--- config.mk ---
export PLATFORM = sky130hd
export DESIGN_NAME = drc_ctrl
export DESIGN_NICKNAME = d
export VERILOG_FILES = /design/src/inc/drc_pkg.sv /design/src/logic/drc_ctrl.sv
export SDC_FILE = /design/constraint.sdc
export NUM_CORES = 1
export LEC_CHECK = 0
export BUFFER_PORTS_ARGS = -buffer_cell sky130_fd_sc_hd__buf_2
export CELL_PAD_IN_SITES_DETAIL_PLACEMENT = 2
export CELL_PAD_IN_SITES_GLOBAL_PLACEMENT = 2
export CORE_ASPECT_RATIO = 2
export CORE_MARGIN = 5
export CORE_UTILIZATION = 25
export DETAILED_ROUTE_END_ITERATION = 8
export MAX_ROUTING_LAYER = met4
export PLACE_DENSITY = 0.71
export RECOVER_POWER = 25
export SLEW_MARGIN = 5
export SYNTH_ARGS = -nofsm -noshare
export SYNTH_HDL_FRONTEND = slang
export SYNTH_SLANG_ARGS = --single-unit
--- constraint.sdc ---
create_clock -name i_ref_clk -period 2.27 [get_ports i_ref_clk]
set_input_delay 0 -clock i_ref_clk [delete_from_list [all_inputs] [get_ports i_ref_clk]]
set_output_delay 0 -clock i_ref_clk [all_outputs]
set_load 0.02 [all_outputs]
--- src/inc/drc_pkg.sv ---
// constants shared by the dram host controller
`default_nettype none
package drc_pkg;
    // ------------------------------------------------------------------
    // clock and timing figures
    // ------------------------------------------------------------------
    localparam int CLK_PERIOD_NS = 100;
    localparam int PWR_PAUSE_US = 200;
    localparam int SR_LOW_TIME_US = 100;       // self_refresh_low_time
    localparam int SR_PRECHARGE_TIME_NS = 150; // self_refresh_precharge_time
    localparam int REF_INTERVAL_NS = 15600;
    // least times round up, the refresh interval (a longest time) down
    localparam int PWR_PAUSE_CYC =
        (PWR_PAUSE_US * 1000 + CLK_PERIOD_NS - 1) / CLK_PERIOD_NS;
    localparam int SR_LOW_CYC =
        (SR_LOW_TIME_US * 1000 + CLK_PERIOD_NS - 1) / CLK_PERIOD_NS;
    localparam int SR_PRE_CYC =
        (SR_PRECHARGE_TIME_NS + CLK_PERIOD_NS - 1) / CLK_PERIOD_NS;
    localparam int REF_INT_CYC = REF_INTERVAL_NS / CLK_PERIOD_NS;
    // ------------------------------------------------------------------
    // counts and widths
    // ------------------------------------------------------------------
    localparam int INIT_CYCLES = 8;
    localparam int ROW_COUNT = 2048;
    localparam int CNT_W = 12;
    localparam int ROWS_W = 12;
    localparam int ADDR_W = 11;
    localparam int COL_W = 10;
    localparam int DATA_W = 8;
    localparam logic [CNT_W-1:0] PWR_PAUSE_LAST = CNT_W'(PWR_PAUSE_CYC - 1);
    localparam logic [CNT_W-1:0] SR_LOW_LAST = CNT_W'(SR_LOW_CYC - 1);
    localparam logic [CNT_W-1:0] SR_PRE_LAST = CNT_W'(SR_PRE_CYC - 1);
    localparam logic [7:0] REF_INT_LAST = 8'(REF_INT_CYC - 1);
    localparam logic [3:0] INIT_LOAD = 4'(INIT_CYCLES);
    localparam logic [ROWS_W-1:0] ROWS_FULL = ROWS_W'(ROW_COUNT);
    // ------------------------------------------------------------------
    // sequencer states
    // ------------------------------------------------------------------
    typedef enum logic [3:0] {
        ST_PWR_WAIT, ST_IDLE, ST_ROW, ST_COL, ST_PRE,
        ST_CBR_CAS, ST_CBR_RAS, ST_CBR_PRE,
        ST_SR_CAS, ST_SR_HOLD, ST_SR_PRE
    } drc_state_t;
endpackage
`default_nettype wire

--- src/logic/drc_ctrl.sv ---
// host-side sequencer for an asynchronous page-mode dram
//
// Notes on behaviour
// - wait the power-up pause, then run at least eight refresh cycles
// - those initialization cycles are column-before-row so the counter is used
// - on reads keep write strobe high until both strobes have risen
// - output enable off before driving write data in late writes
// - never hold row low between the lower and upper self-refresh bounds
// - after self-refresh use the longer self-refresh precharge time
// - with row-only or burst refresh, run distributed refresh around self-refresh
// - with distributed refresh, issue one just before entry and after exit
// - refresh every row after self-refresh exit before entering again
`timescale 1ns/1ps
`default_nettype none
module drc_ctrl
    import drc_pkg::*;
(
    input wire logic i_ref_clk,
    input wire logic i_rst,
    input wire logic i_req,
    input wire logic i_wr,
    input wire logic [ADDR_W-1:0] i_row,
    input wire logic [COL_W-1:0] i_col,
    input wire logic [DATA_W-1:0] i_wdata,
    input wire logic i_sr_req,
    input wire logic [DATA_W-1:0] i_dq,
    output logic o_ready,
    output logic o_rvalid,
    output logic [DATA_W-1:0] o_rdata,
    output logic o_init_done,
    output logic o_sr_active,
    output logic o_ras_n,
    output logic o_cas_n,
    output logic o_we_n,
    output logic o_oe_n,
    output logic [ADDR_W-1:0] o_addr,
    output logic [DATA_W-1:0] o_dq,
    output logic o_dq_oe
);
    // ------------------------------------------------------------------
    // state
    // ------------------------------------------------------------------
    drc_state_t st_q, st_d;
    logic [CNT_W-1:0] cnt_q, cnt_d;
    logic [7:0] ref_cnt_q, ref_cnt_d;
    logic ref_pend_q, ref_pend_d;
    logic [3:0] init_left_q, init_left_d;
    logic [ROWS_W-1:0] rows_q, rows_d;
    logic sr_next_q, sr_next_d;
    logic wr_q, wr_d;
    logic [COL_W-1:0] col_q, col_d;
    logic init_done_q, init_done_d;
    logic ras_q, ras_d, cas_q, cas_d, we_q, we_d, oe_q, oe_d;
    logic [ADDR_W-1:0] addr_q, addr_d;
    logic [DATA_W-1:0] dq_q, dq_d, rdata_q, rdata_d;
    logic dq_oe_q, dq_oe_d, rvalid_q, rvalid_d;
    logic ref_tick, ref_take, sr_allowed;

    // accesses only start from idle with no refresh owed and no sleep entry allowed
    assign sr_allowed = i_sr_req && (rows_q == ROWS_FULL);
    assign o_ready = (st_q == ST_IDLE) && !ref_pend_q && !sr_allowed;
    assign ref_tick = (ref_cnt_q == REF_INT_LAST);
    assign ref_take = (st_q == ST_CBR_CAS);

    // ------------------------------------------------------------------
    // next-state and pin computation
    // ------------------------------------------------------------------
    always_comb begin
        st_d = st_q;
        cnt_d = cnt_q;
        init_left_d = init_left_q;
        rows_d = rows_q;
        sr_next_d = sr_next_q;
        wr_d = wr_q;
        col_d = col_q;
        init_done_d = init_done_q;
        ras_d = ras_q;
        cas_d = cas_q;
        we_d = we_q;
        oe_d = oe_q;
        addr_d = addr_q;
        dq_d = dq_q;
        dq_oe_d = dq_oe_q;
        rdata_d = rdata_q;
        rvalid_d = 1'b0;
        // the interval timer is held at zero while the device refreshes itself
        if (ref_tick || st_q == ST_SR_HOLD) begin
            ref_cnt_d = 8'h00;
        end else begin
            ref_cnt_d = ref_cnt_q + 8'h01;
        end
        // a tick in the cycle the owed refresh is taken is kept
        ref_pend_d = (ref_pend_q && !ref_take) || ref_tick;
        unique case (st_q)
            ST_PWR_WAIT: begin
                cnt_d = cnt_q + 12'h001;
                if (cnt_q == PWR_PAUSE_LAST) begin
                    cnt_d = 12'h000;
                    st_d = ST_CBR_CAS;
                end
            end
            ST_IDLE: begin
                if (ref_pend_q) begin
                    st_d = ST_CBR_CAS;
                end else if (sr_allowed) begin
                    // one refresh right before entry, then straight in
                    sr_next_d = 1'b1;
                    st_d = ST_CBR_CAS;
                end else if (i_req) begin
                    st_d = ST_ROW;
                    ras_d = 1'b0;
                    addr_d = i_row;
                    col_d = i_col;
                    wr_d = i_wr;
                    // write strobe falls a full cycle ahead of column strobe
                    we_d = !i_wr;
                    oe_d = 1'b1;
                    dq_d = i_wdata;
                    dq_oe_d = i_wr;
                end
            end
            ST_ROW: begin
                st_d = ST_COL;
                cas_d = 1'b0;
                addr_d = {1'b0, col_q};
                oe_d = wr_q;
            end
            ST_COL: begin
                // both strobes and write strobe high together: read held
                st_d = ST_PRE;
                ras_d = 1'b1;
                cas_d = 1'b1;
                we_d = 1'b1;
                oe_d = 1'b1;
                dq_oe_d = 1'b0;
                if (!wr_q) begin
                    rdata_d = i_dq;
                    rvalid_d = 1'b1;
                end
            end
            ST_PRE: begin
                st_d = ST_IDLE;
            end
            ST_CBR_CAS: begin
                st_d = ST_CBR_RAS;
                ras_d = 1'b0;
            end
            ST_CBR_RAS: begin
                st_d = ST_CBR_PRE;
                ras_d = 1'b1;
                cas_d = 1'b1;
                if (rows_q != ROWS_FULL) begin
                    rows_d = rows_q + 12'h001;
                end
                if (init_left_q != 4'h0) begin
                    init_left_d = init_left_q - 4'h1;
                end
            end
            ST_CBR_PRE: begin
                if (init_left_q != 4'h0) begin
                    st_d = ST_CBR_CAS;
                    cas_d = 1'b0;
                end else if (sr_next_q) begin
                    sr_next_d = 1'b0;
                    st_d = ST_SR_CAS;
                    cas_d = 1'b0;
                end else begin
                    init_done_d = 1'b1;
                    st_d = ST_IDLE;
                end
            end
            ST_SR_CAS: begin
                st_d = ST_SR_HOLD;
                ras_d = 1'b0;
                cnt_d = 12'h000;
            end
            ST_SR_HOLD: begin
                // the hold never ends short of the upper bound, so the
                // transition span between the bounds is never left early
                if (cnt_q != SR_LOW_LAST) begin
                    cnt_d = cnt_q + 12'h001;
                end else if (!i_sr_req) begin
                    st_d = ST_SR_PRE;
                    ras_d = 1'b1;
                    cas_d = 1'b1;
                    cnt_d = 12'h000;
                    rows_d = 12'h000;
                end
            end
            ST_SR_PRE: begin
                cnt_d = cnt_q + 12'h001;
                if (cnt_q == SR_PRE_LAST) begin
                    cnt_d = 12'h000;
                    st_d = ST_CBR_CAS;
                    cas_d = 1'b0;
                end
            end
        endcase
        // refresh entry from idle drops column strobe first
        if (st_q == ST_IDLE && st_d == ST_CBR_CAS) begin
            cas_d = 1'b0;
        end
        if (st_q == ST_PWR_WAIT && st_d == ST_CBR_CAS) begin
            cas_d = 1'b0;
        end
    end

    // ------------------------------------------------------------------
    // registers
    // ------------------------------------------------------------------
    always_ff @(posedge i_ref_clk) begin
        if (i_rst) begin
            st_q <= ST_PWR_WAIT;
            cnt_q <= 12'h000;
            ref_cnt_q <= 8'h00;
            ref_pend_q <= 1'b0;
            init_left_q <= INIT_LOAD;
            rows_q <= ROWS_FULL;
            sr_next_q <= 1'b0;
            wr_q <= 1'b0;
            col_q <= '0;
            init_done_q <= 1'b0;
            ras_q <= 1'b1;
            cas_q <= 1'b1;
            we_q <= 1'b1;
            oe_q <= 1'b1;
            addr_q <= '0;
            dq_q <= '0;
            dq_oe_q <= 1'b0;
            rdata_q <= '0;
            rvalid_q <= 1'b0;
        end else begin
            st_q <= st_d;
            cnt_q <= cnt_d;
            ref_cnt_q <= ref_cnt_d;
            ref_pend_q <= ref_pend_d;
            init_left_q <= init_left_d;
            rows_q <= rows_d;
            sr_next_q <= sr_next_d;
            wr_q <= wr_d;
            col_q <= col_d;
            init_done_q <= init_done_d;
            ras_q <= ras_d;
            cas_q <= cas_d;
            we_q <= we_d;
            oe_q <= oe_d;
            addr_q <= addr_d;
            dq_q <= dq_d;
            dq_oe_q <= dq_oe_d;
            rdata_q <= rdata_d;
            rvalid_q <= rvalid_d;
        end
    end

    // ------------------------------------------------------------------
    // outputs
    // ------------------------------------------------------------------
    assign o_ras_n = ras_q;
    assign o_cas_n = cas_q;
    assign o_we_n = we_q;
    assign o_oe_n = oe_q;
    assign o_addr = addr_q;
    assign o_dq = dq_q;
    assign o_dq_oe = dq_oe_q;
    assign o_rdata = rdata_q;
    assign o_rvalid = rvalid_q;
    assign o_init_done = init_done_q;
    assign o_sr_active = (st_q == ST_SR_HOLD);
endmodule // drc_ctrl
`default_nettype wire

## Word level (Yosys, flattened, before mapping)

Index checks and enable logic that the tools add are counted.

| storage, ports and cells | value |
|---|---|
| register bits after elaboration | 87 |
| logic and storage cells | 148 |

| operators by class | value |
|---|---|
| add/sub/neg operators | 4 |
| equality and inequality tests | 30 |
| mux-type cells | 51 |
| bitwise operators | 6 |
| reductions and logical operators | 38 |

Operators by type and width:

| kind | count |
|---|---|
| 12-bit 2-to-1 mux | 6 |
| 12-bit case mux with 4 select lines | 1 |
| 4-bit case mux with 11 select lines | 1 |
| 4-bit 2-to-1 mux | 9 |
| 11-bit 2-to-1 mux | 3 |
| 12-bit by 1-bit adder with 12-bit output (second input constant) | 2 |
| 12-bit case mux with 2 select lines | 1 |
| 4-bit AND reduction | 6 |
| 1-bit 2-to-1 mux | 23 |
| 11-bit case mux with 2 select lines | 1 |
| 4-bit by 3-bit equality test with 1-bit output (second input constant) | 5 |
| 2-bit inequality test (second input constant) | 8 |
| 12-bit by 1-bit equality test with 1-bit output (second input constant) | 1 |
| 12-bit by 11-bit equality test with 1-bit output (second input constant) | 1 |
| 12-bit equality test (second input constant) | 1 |
| 4-bit equality test (second input constant) | 3 |
| 12-bit by 10-bit inequality test with 1-bit output (second input constant) | 1 |
| 12-bit inequality test (second input constant) | 1 |
| 4-bit nonzero test | 3 |
| 8-bit by 1-bit adder with 8-bit output (second input constant) | 1 |
| 4-bit by 2-bit equality test with 1-bit output (second input constant) | 2 |
| 8-bit equality test (second input constant) | 1 |
| 4-bit by 2-bit inequality test with 1-bit output (second input constant) | 2 |
| 2-bit nonzero test | 4 |
| 21 further kinds | 42 |

## Longest topological paths before layout

| logic depth | value |
|---|---|
| word-level depth | 9 |
| mapped depth | 9 |
| mapped depth without buffers | 7 |

## Least setup slack after synthesis

No wires, ideal clock.

| path | value |
|---|---|
| kind | flip-flop to flip-flop |
| start point | register cnt_q[0] |
| end point | register rows_q[10] |
| arrival | 2.047 ns |
| slack | 0.153 ns |
| cell stages (with the launch flop) | 9 |
| buffers on the path | 2 |
| clock period less this slack | 2.117 ns |
| cell sequence | dfxtp_1 > ha_1 > nor3b_2 > and4_1 > buf_6 > a2bb2oi_2 > buf_6 > or4_1 > a21oi_1 |

| on the way | value |
|---|---|
| word-level cells in the longest chain between the ends | 3 |

Ends and longest elaborated chain:

| what | line | source |
|---|---|---|
| start, declared | drc_ctrl.sv:44 | `logic [CNT_W-1:0] cnt_q, cnt_d;` |
| start signal, assigned | drc_ctrl.sv:234 | `cnt_q <= cnt_d;` |
| 12-bit by 10-bit inequality test with 1-bit output | drc_ctrl.sv:180 | `if (cnt_q != SR_LOW_LAST) begin` |
| 2-bit inequality test (no line) | - |  |
| 4-bit AND reduction (no line) | - |  |
| end signal, assigned | drc_ctrl.sv:238 | `rows_q <= rows_d;` |
| end, declared | drc_ctrl.sv:48 | `logic [ROWS_W-1:0] rows_q, rows_d;` |

No other way between the ends.
A chain may end at the register's enable or synchronous reset.

## Worst setup path in the final report

| path | value |
|---|---|
| start point | register rows_q[3] |
| end point | register addr_q[8] (netlist: o_addr[8]) |

| on the way | value |
|---|---|
| word-level cells in the longest chain between the ends | 4 |

Ends and longest elaborated chain:

| what | line | source |
|---|---|---|
| 12-bit equality test | drc_ctrl.sv:60 | `assign sr_allowed = i_sr_req && (rows_q == ROWS_FULL);` |
| 1-bit logical AND | drc_ctrl.sv:60 |  |
| 2-bit inequality test (no line) | - |  |
| 4-bit AND reduction (no line) | - |  |
| end signal, assigned | drc_ctrl.sv:247 | `addr_q <= addr_d;` |
| end, declared | drc_ctrl.sv:54 | `logic [ADDR_W-1:0] addr_q, addr_d;` |

No other way between the ends.

==> impl_metrics.csv <==
group,metric,value,unit
run_status,outcome,"finished, final reports clean",
sta,worst_pin_slew,0.6269,ns
worst_setup_path,setup.worst_path.start,"rows_q[3]",
clock_network,cts_buffers,9,
worst_setup_path,endpoint_kind,"flip-flop",
finish,multi_input_area,2252,um^2
run,drv_cap,0,
yosys,synth_edf_count,0,
place,pre_cts_slack,-0.02050,ns
worst_setup_path,criticalPathCategory,"flip-flop to flip-flop",
global_routing,grt_max_degree,34,
clock_network,clkTransAtPathRegs,0.07,ns
floorplan,io_pins,78,
sta,fmax,475.5,MHz
place,gp_congestion,0.7887,
finish,ff_latch_area,1744,um^2
route,drc,0,
worst_setup_path,r2r_start,"rows_q[3]",
route,wire_per_inst,16.91,um
route,drt_iter0_drc,111,
finish,mostFrequentLayoutCells,"nand2_1 (85), dfxtp_1 (85), nor2_1 (54)",
power_and_ir_drop,vdd_ir_drop_max,0.0004208,V
finish,drive_gt1_share,17.13,%
route,vias,4224,
route,drt-total-wl,14.36,mm
sta,clock_skew,0.01013,ns
global_routing,grt_pass1_wl,23.65,mm
finish,diodes,0,
yosys,async_flop_share,0,%
sta,slew_headroom,58.21,%
yosys,synthDistinctLibCells,62,
yosys,synthCells,514,
sta,rsz0062_at_grt,"no",
sta,finalSetupViolations,0,
worst_setup_path,crit_fanout,30,
finish,area_growth,33.63,%
worst_setup_path,rr_worst_depth,6,
yosys,synth-seq-cells,87,
clock_network,clock_path_buffers,2,
clock_network,cts-root-buf,"clkbuf_16",
global_routing,grt_overflow_total,0,
floorplan,fp.dieH,193.1,um
worst_setup_path,cp-start-kind,"flip-flop",
route,dr.pass1.iters,4,
worst_setup_path,reg2reg_slack,0.17,ns
sta,layout_min_cycle_time,2.103,ns
global_routing,track_usage,15.38,%
global_routing,grt_pass1_vias,4621,
route,via_per_inst,4.975,
floorplan,core_area,16600,um^2
sta,timing.final.crit_share,92.64,%
finish,n_fill_cell,1917,
yosys,syn-cell-area,4189,um^2
yosys,syn_nets,562,
place,hpwl,10.02,mm
worst_setup_path,endpoint,"o_addr[8]",
sta,finalHoldWorstSlack,0.05306,ns
floorplan,num_rows,67,
sta,finalMaxSlewViolations,0,
finish,fin_nets,685,
worst_setup_path,cp.required,2.51,ns
clock_network,h-tree-depth,3,
floorplan,start_util,25.24,%
floorplan,fp.dieArea,19600,um^2
yosys,ys_seq_area_share,41.58,%
clock_network,cts.sinks,87,
global_routing,antenna_found_initial,0,
clock_network,cts_tree,"done",
clock_network,clk_latency,0.34,ns
hold_path,hp-class,"input port to flip-flop",
sta,fin_ws,0.1671,ns
power_and_ir_drop,power_density,896.5,nW/um^2
worst_setup_path,worstPathArrival,2.34,ns
floorplan,fp.dieW,101.5,um
power_and_ir_drop,p_leak,2.054,nW
yosys,synthFlopType,"dfxtp_1",
sta,hold_violations,0,
yosys,syn_avg_cell_area,8.150,um^2
yosys,yosys_warnings,0,
place,numPortBuffers,77,
worst_setup_path,r2r-end,"o_addr[8]",
route,postRouteAntennaNets,0,
kinds of logic (layout without fill, tap and decap cells):
kind of cell	after synthesis	after routing	share of synthesized area [%]
and+or+nand+nor	232	232	27.57
AOI/OAI and AO/OA	111	111	17.38
DFF	87	87	41.58
buffers and inverters	50	178	5.496
xor gates and xnor gates	18	18	3.763
muxes	10	10	2.419
adders and majority gates	6	6	1.792
metal layers:
metal  vias to the layer above  track usage (%)  wire length [um]
li1                       2068                -                 -
met1                      2074            18.46              6370
met2                        68            26.79              7403
met3                        14            2.521               422
met4                         0            3.431               162
met5                         -                -                 0
report_power, final:
group          internal (mW)  switching [mW]
Combinational          0.624           0.989
Sequential              1.71           0.147
Clock                  0.868           0.676
registers in the layout (all words and copies together), names as in the netlist, 4 cells and up:
| register | flops |
|---|---|
| ref_cnt_q | 8 |
| st_q | 4 |
| o_addr | 11 |
| o_dq | 8 |
| cnt_q | 12 |
| init_left_q | 4 |
| rows_q | 12 |
| o_rdata | 8 |
| col_q | 10 |
area by class of cell:
class | count | area share (%)
Clock buffer | 9 | 4.023
Clock inverter | 7 | 1.408
Inverter | 18 | 1.207
Multi-Input combinational cell | 377 | 40.23
Sequential cell | 87 | 31.16
Tap cell | 207 | 4.627
Timing Repair Buffer | 144 | 17.34
synthesized netlist by cell type, drive strengths merged, types with 10 or more instances:
master,instances,share of area [%]
a21oi,44,5.3
a311oi,11,2.3
buf,13,2.2
clkbuf,19,1.7
dfxtp,87,42
inv,18,1.6
nand2,85,7.6
nand3,14,1.7
nor2,54,4.8
nor4,10,1.5
o21ai,14,1.7
xnor2,14,2.9
worst min-delay path by stage:
| stage | from | to | slack (ns) | cells after the start |
|---|---|---|---|---|
| 6_report | i_req | o_oe_n | 0.05 | 3 |
| 5_1_grt | i_req | o_oe_n | 0.08 | 3 |
| 4_1_cts | i_req | o_oe_n | 0.04 | 3 |
| 3_5_place_dp | i_dq[1] | o_rdata[1] | 0.25 | 3 |
| 3_3_place_gp | i_dq[5] | o_rdata[5] | 0.23 | 3 |
| 2_1_floorplan | i_col[0] | col_q[0] | 0.14 | 2 |
worst max-delay path: stages, from the launching register on:
cell,delay (ns)
dfxtp_1,0.36
nor4b_1,0.52
and3_1,0.37
or3_1,0.19
buf_12,0.19
nand2_1,0.07
a311oi_1,0.29
what timing repair did:
action                                  4_1_cts  5_1_grt
hold endpoints to repair                     38        0
endpoints found under the setup margin        2       23
buffers inserted                              0        1
resized for setup                             1        5
pin swaps                                     0        2
hold buffers                                 38        0
metrics by stage:
step           instance area, um^2  util (%)  power, mW  std cells  setup TNS, ns
6_report                      5598     33.73      5.018        849              0
4_1_cts                       5607     33.78      5.114        848              0
5_1_grt                       5598     33.73      5.339        849              0
2_1_floorplan                 4189         -      2.869        514              0
3_5_place_dp                  4911     29.59      3.474        794       -0.02050
3_3_place_gp                  4911     29.59      3.422        794              0
Power figures use the tool's default switching activity.
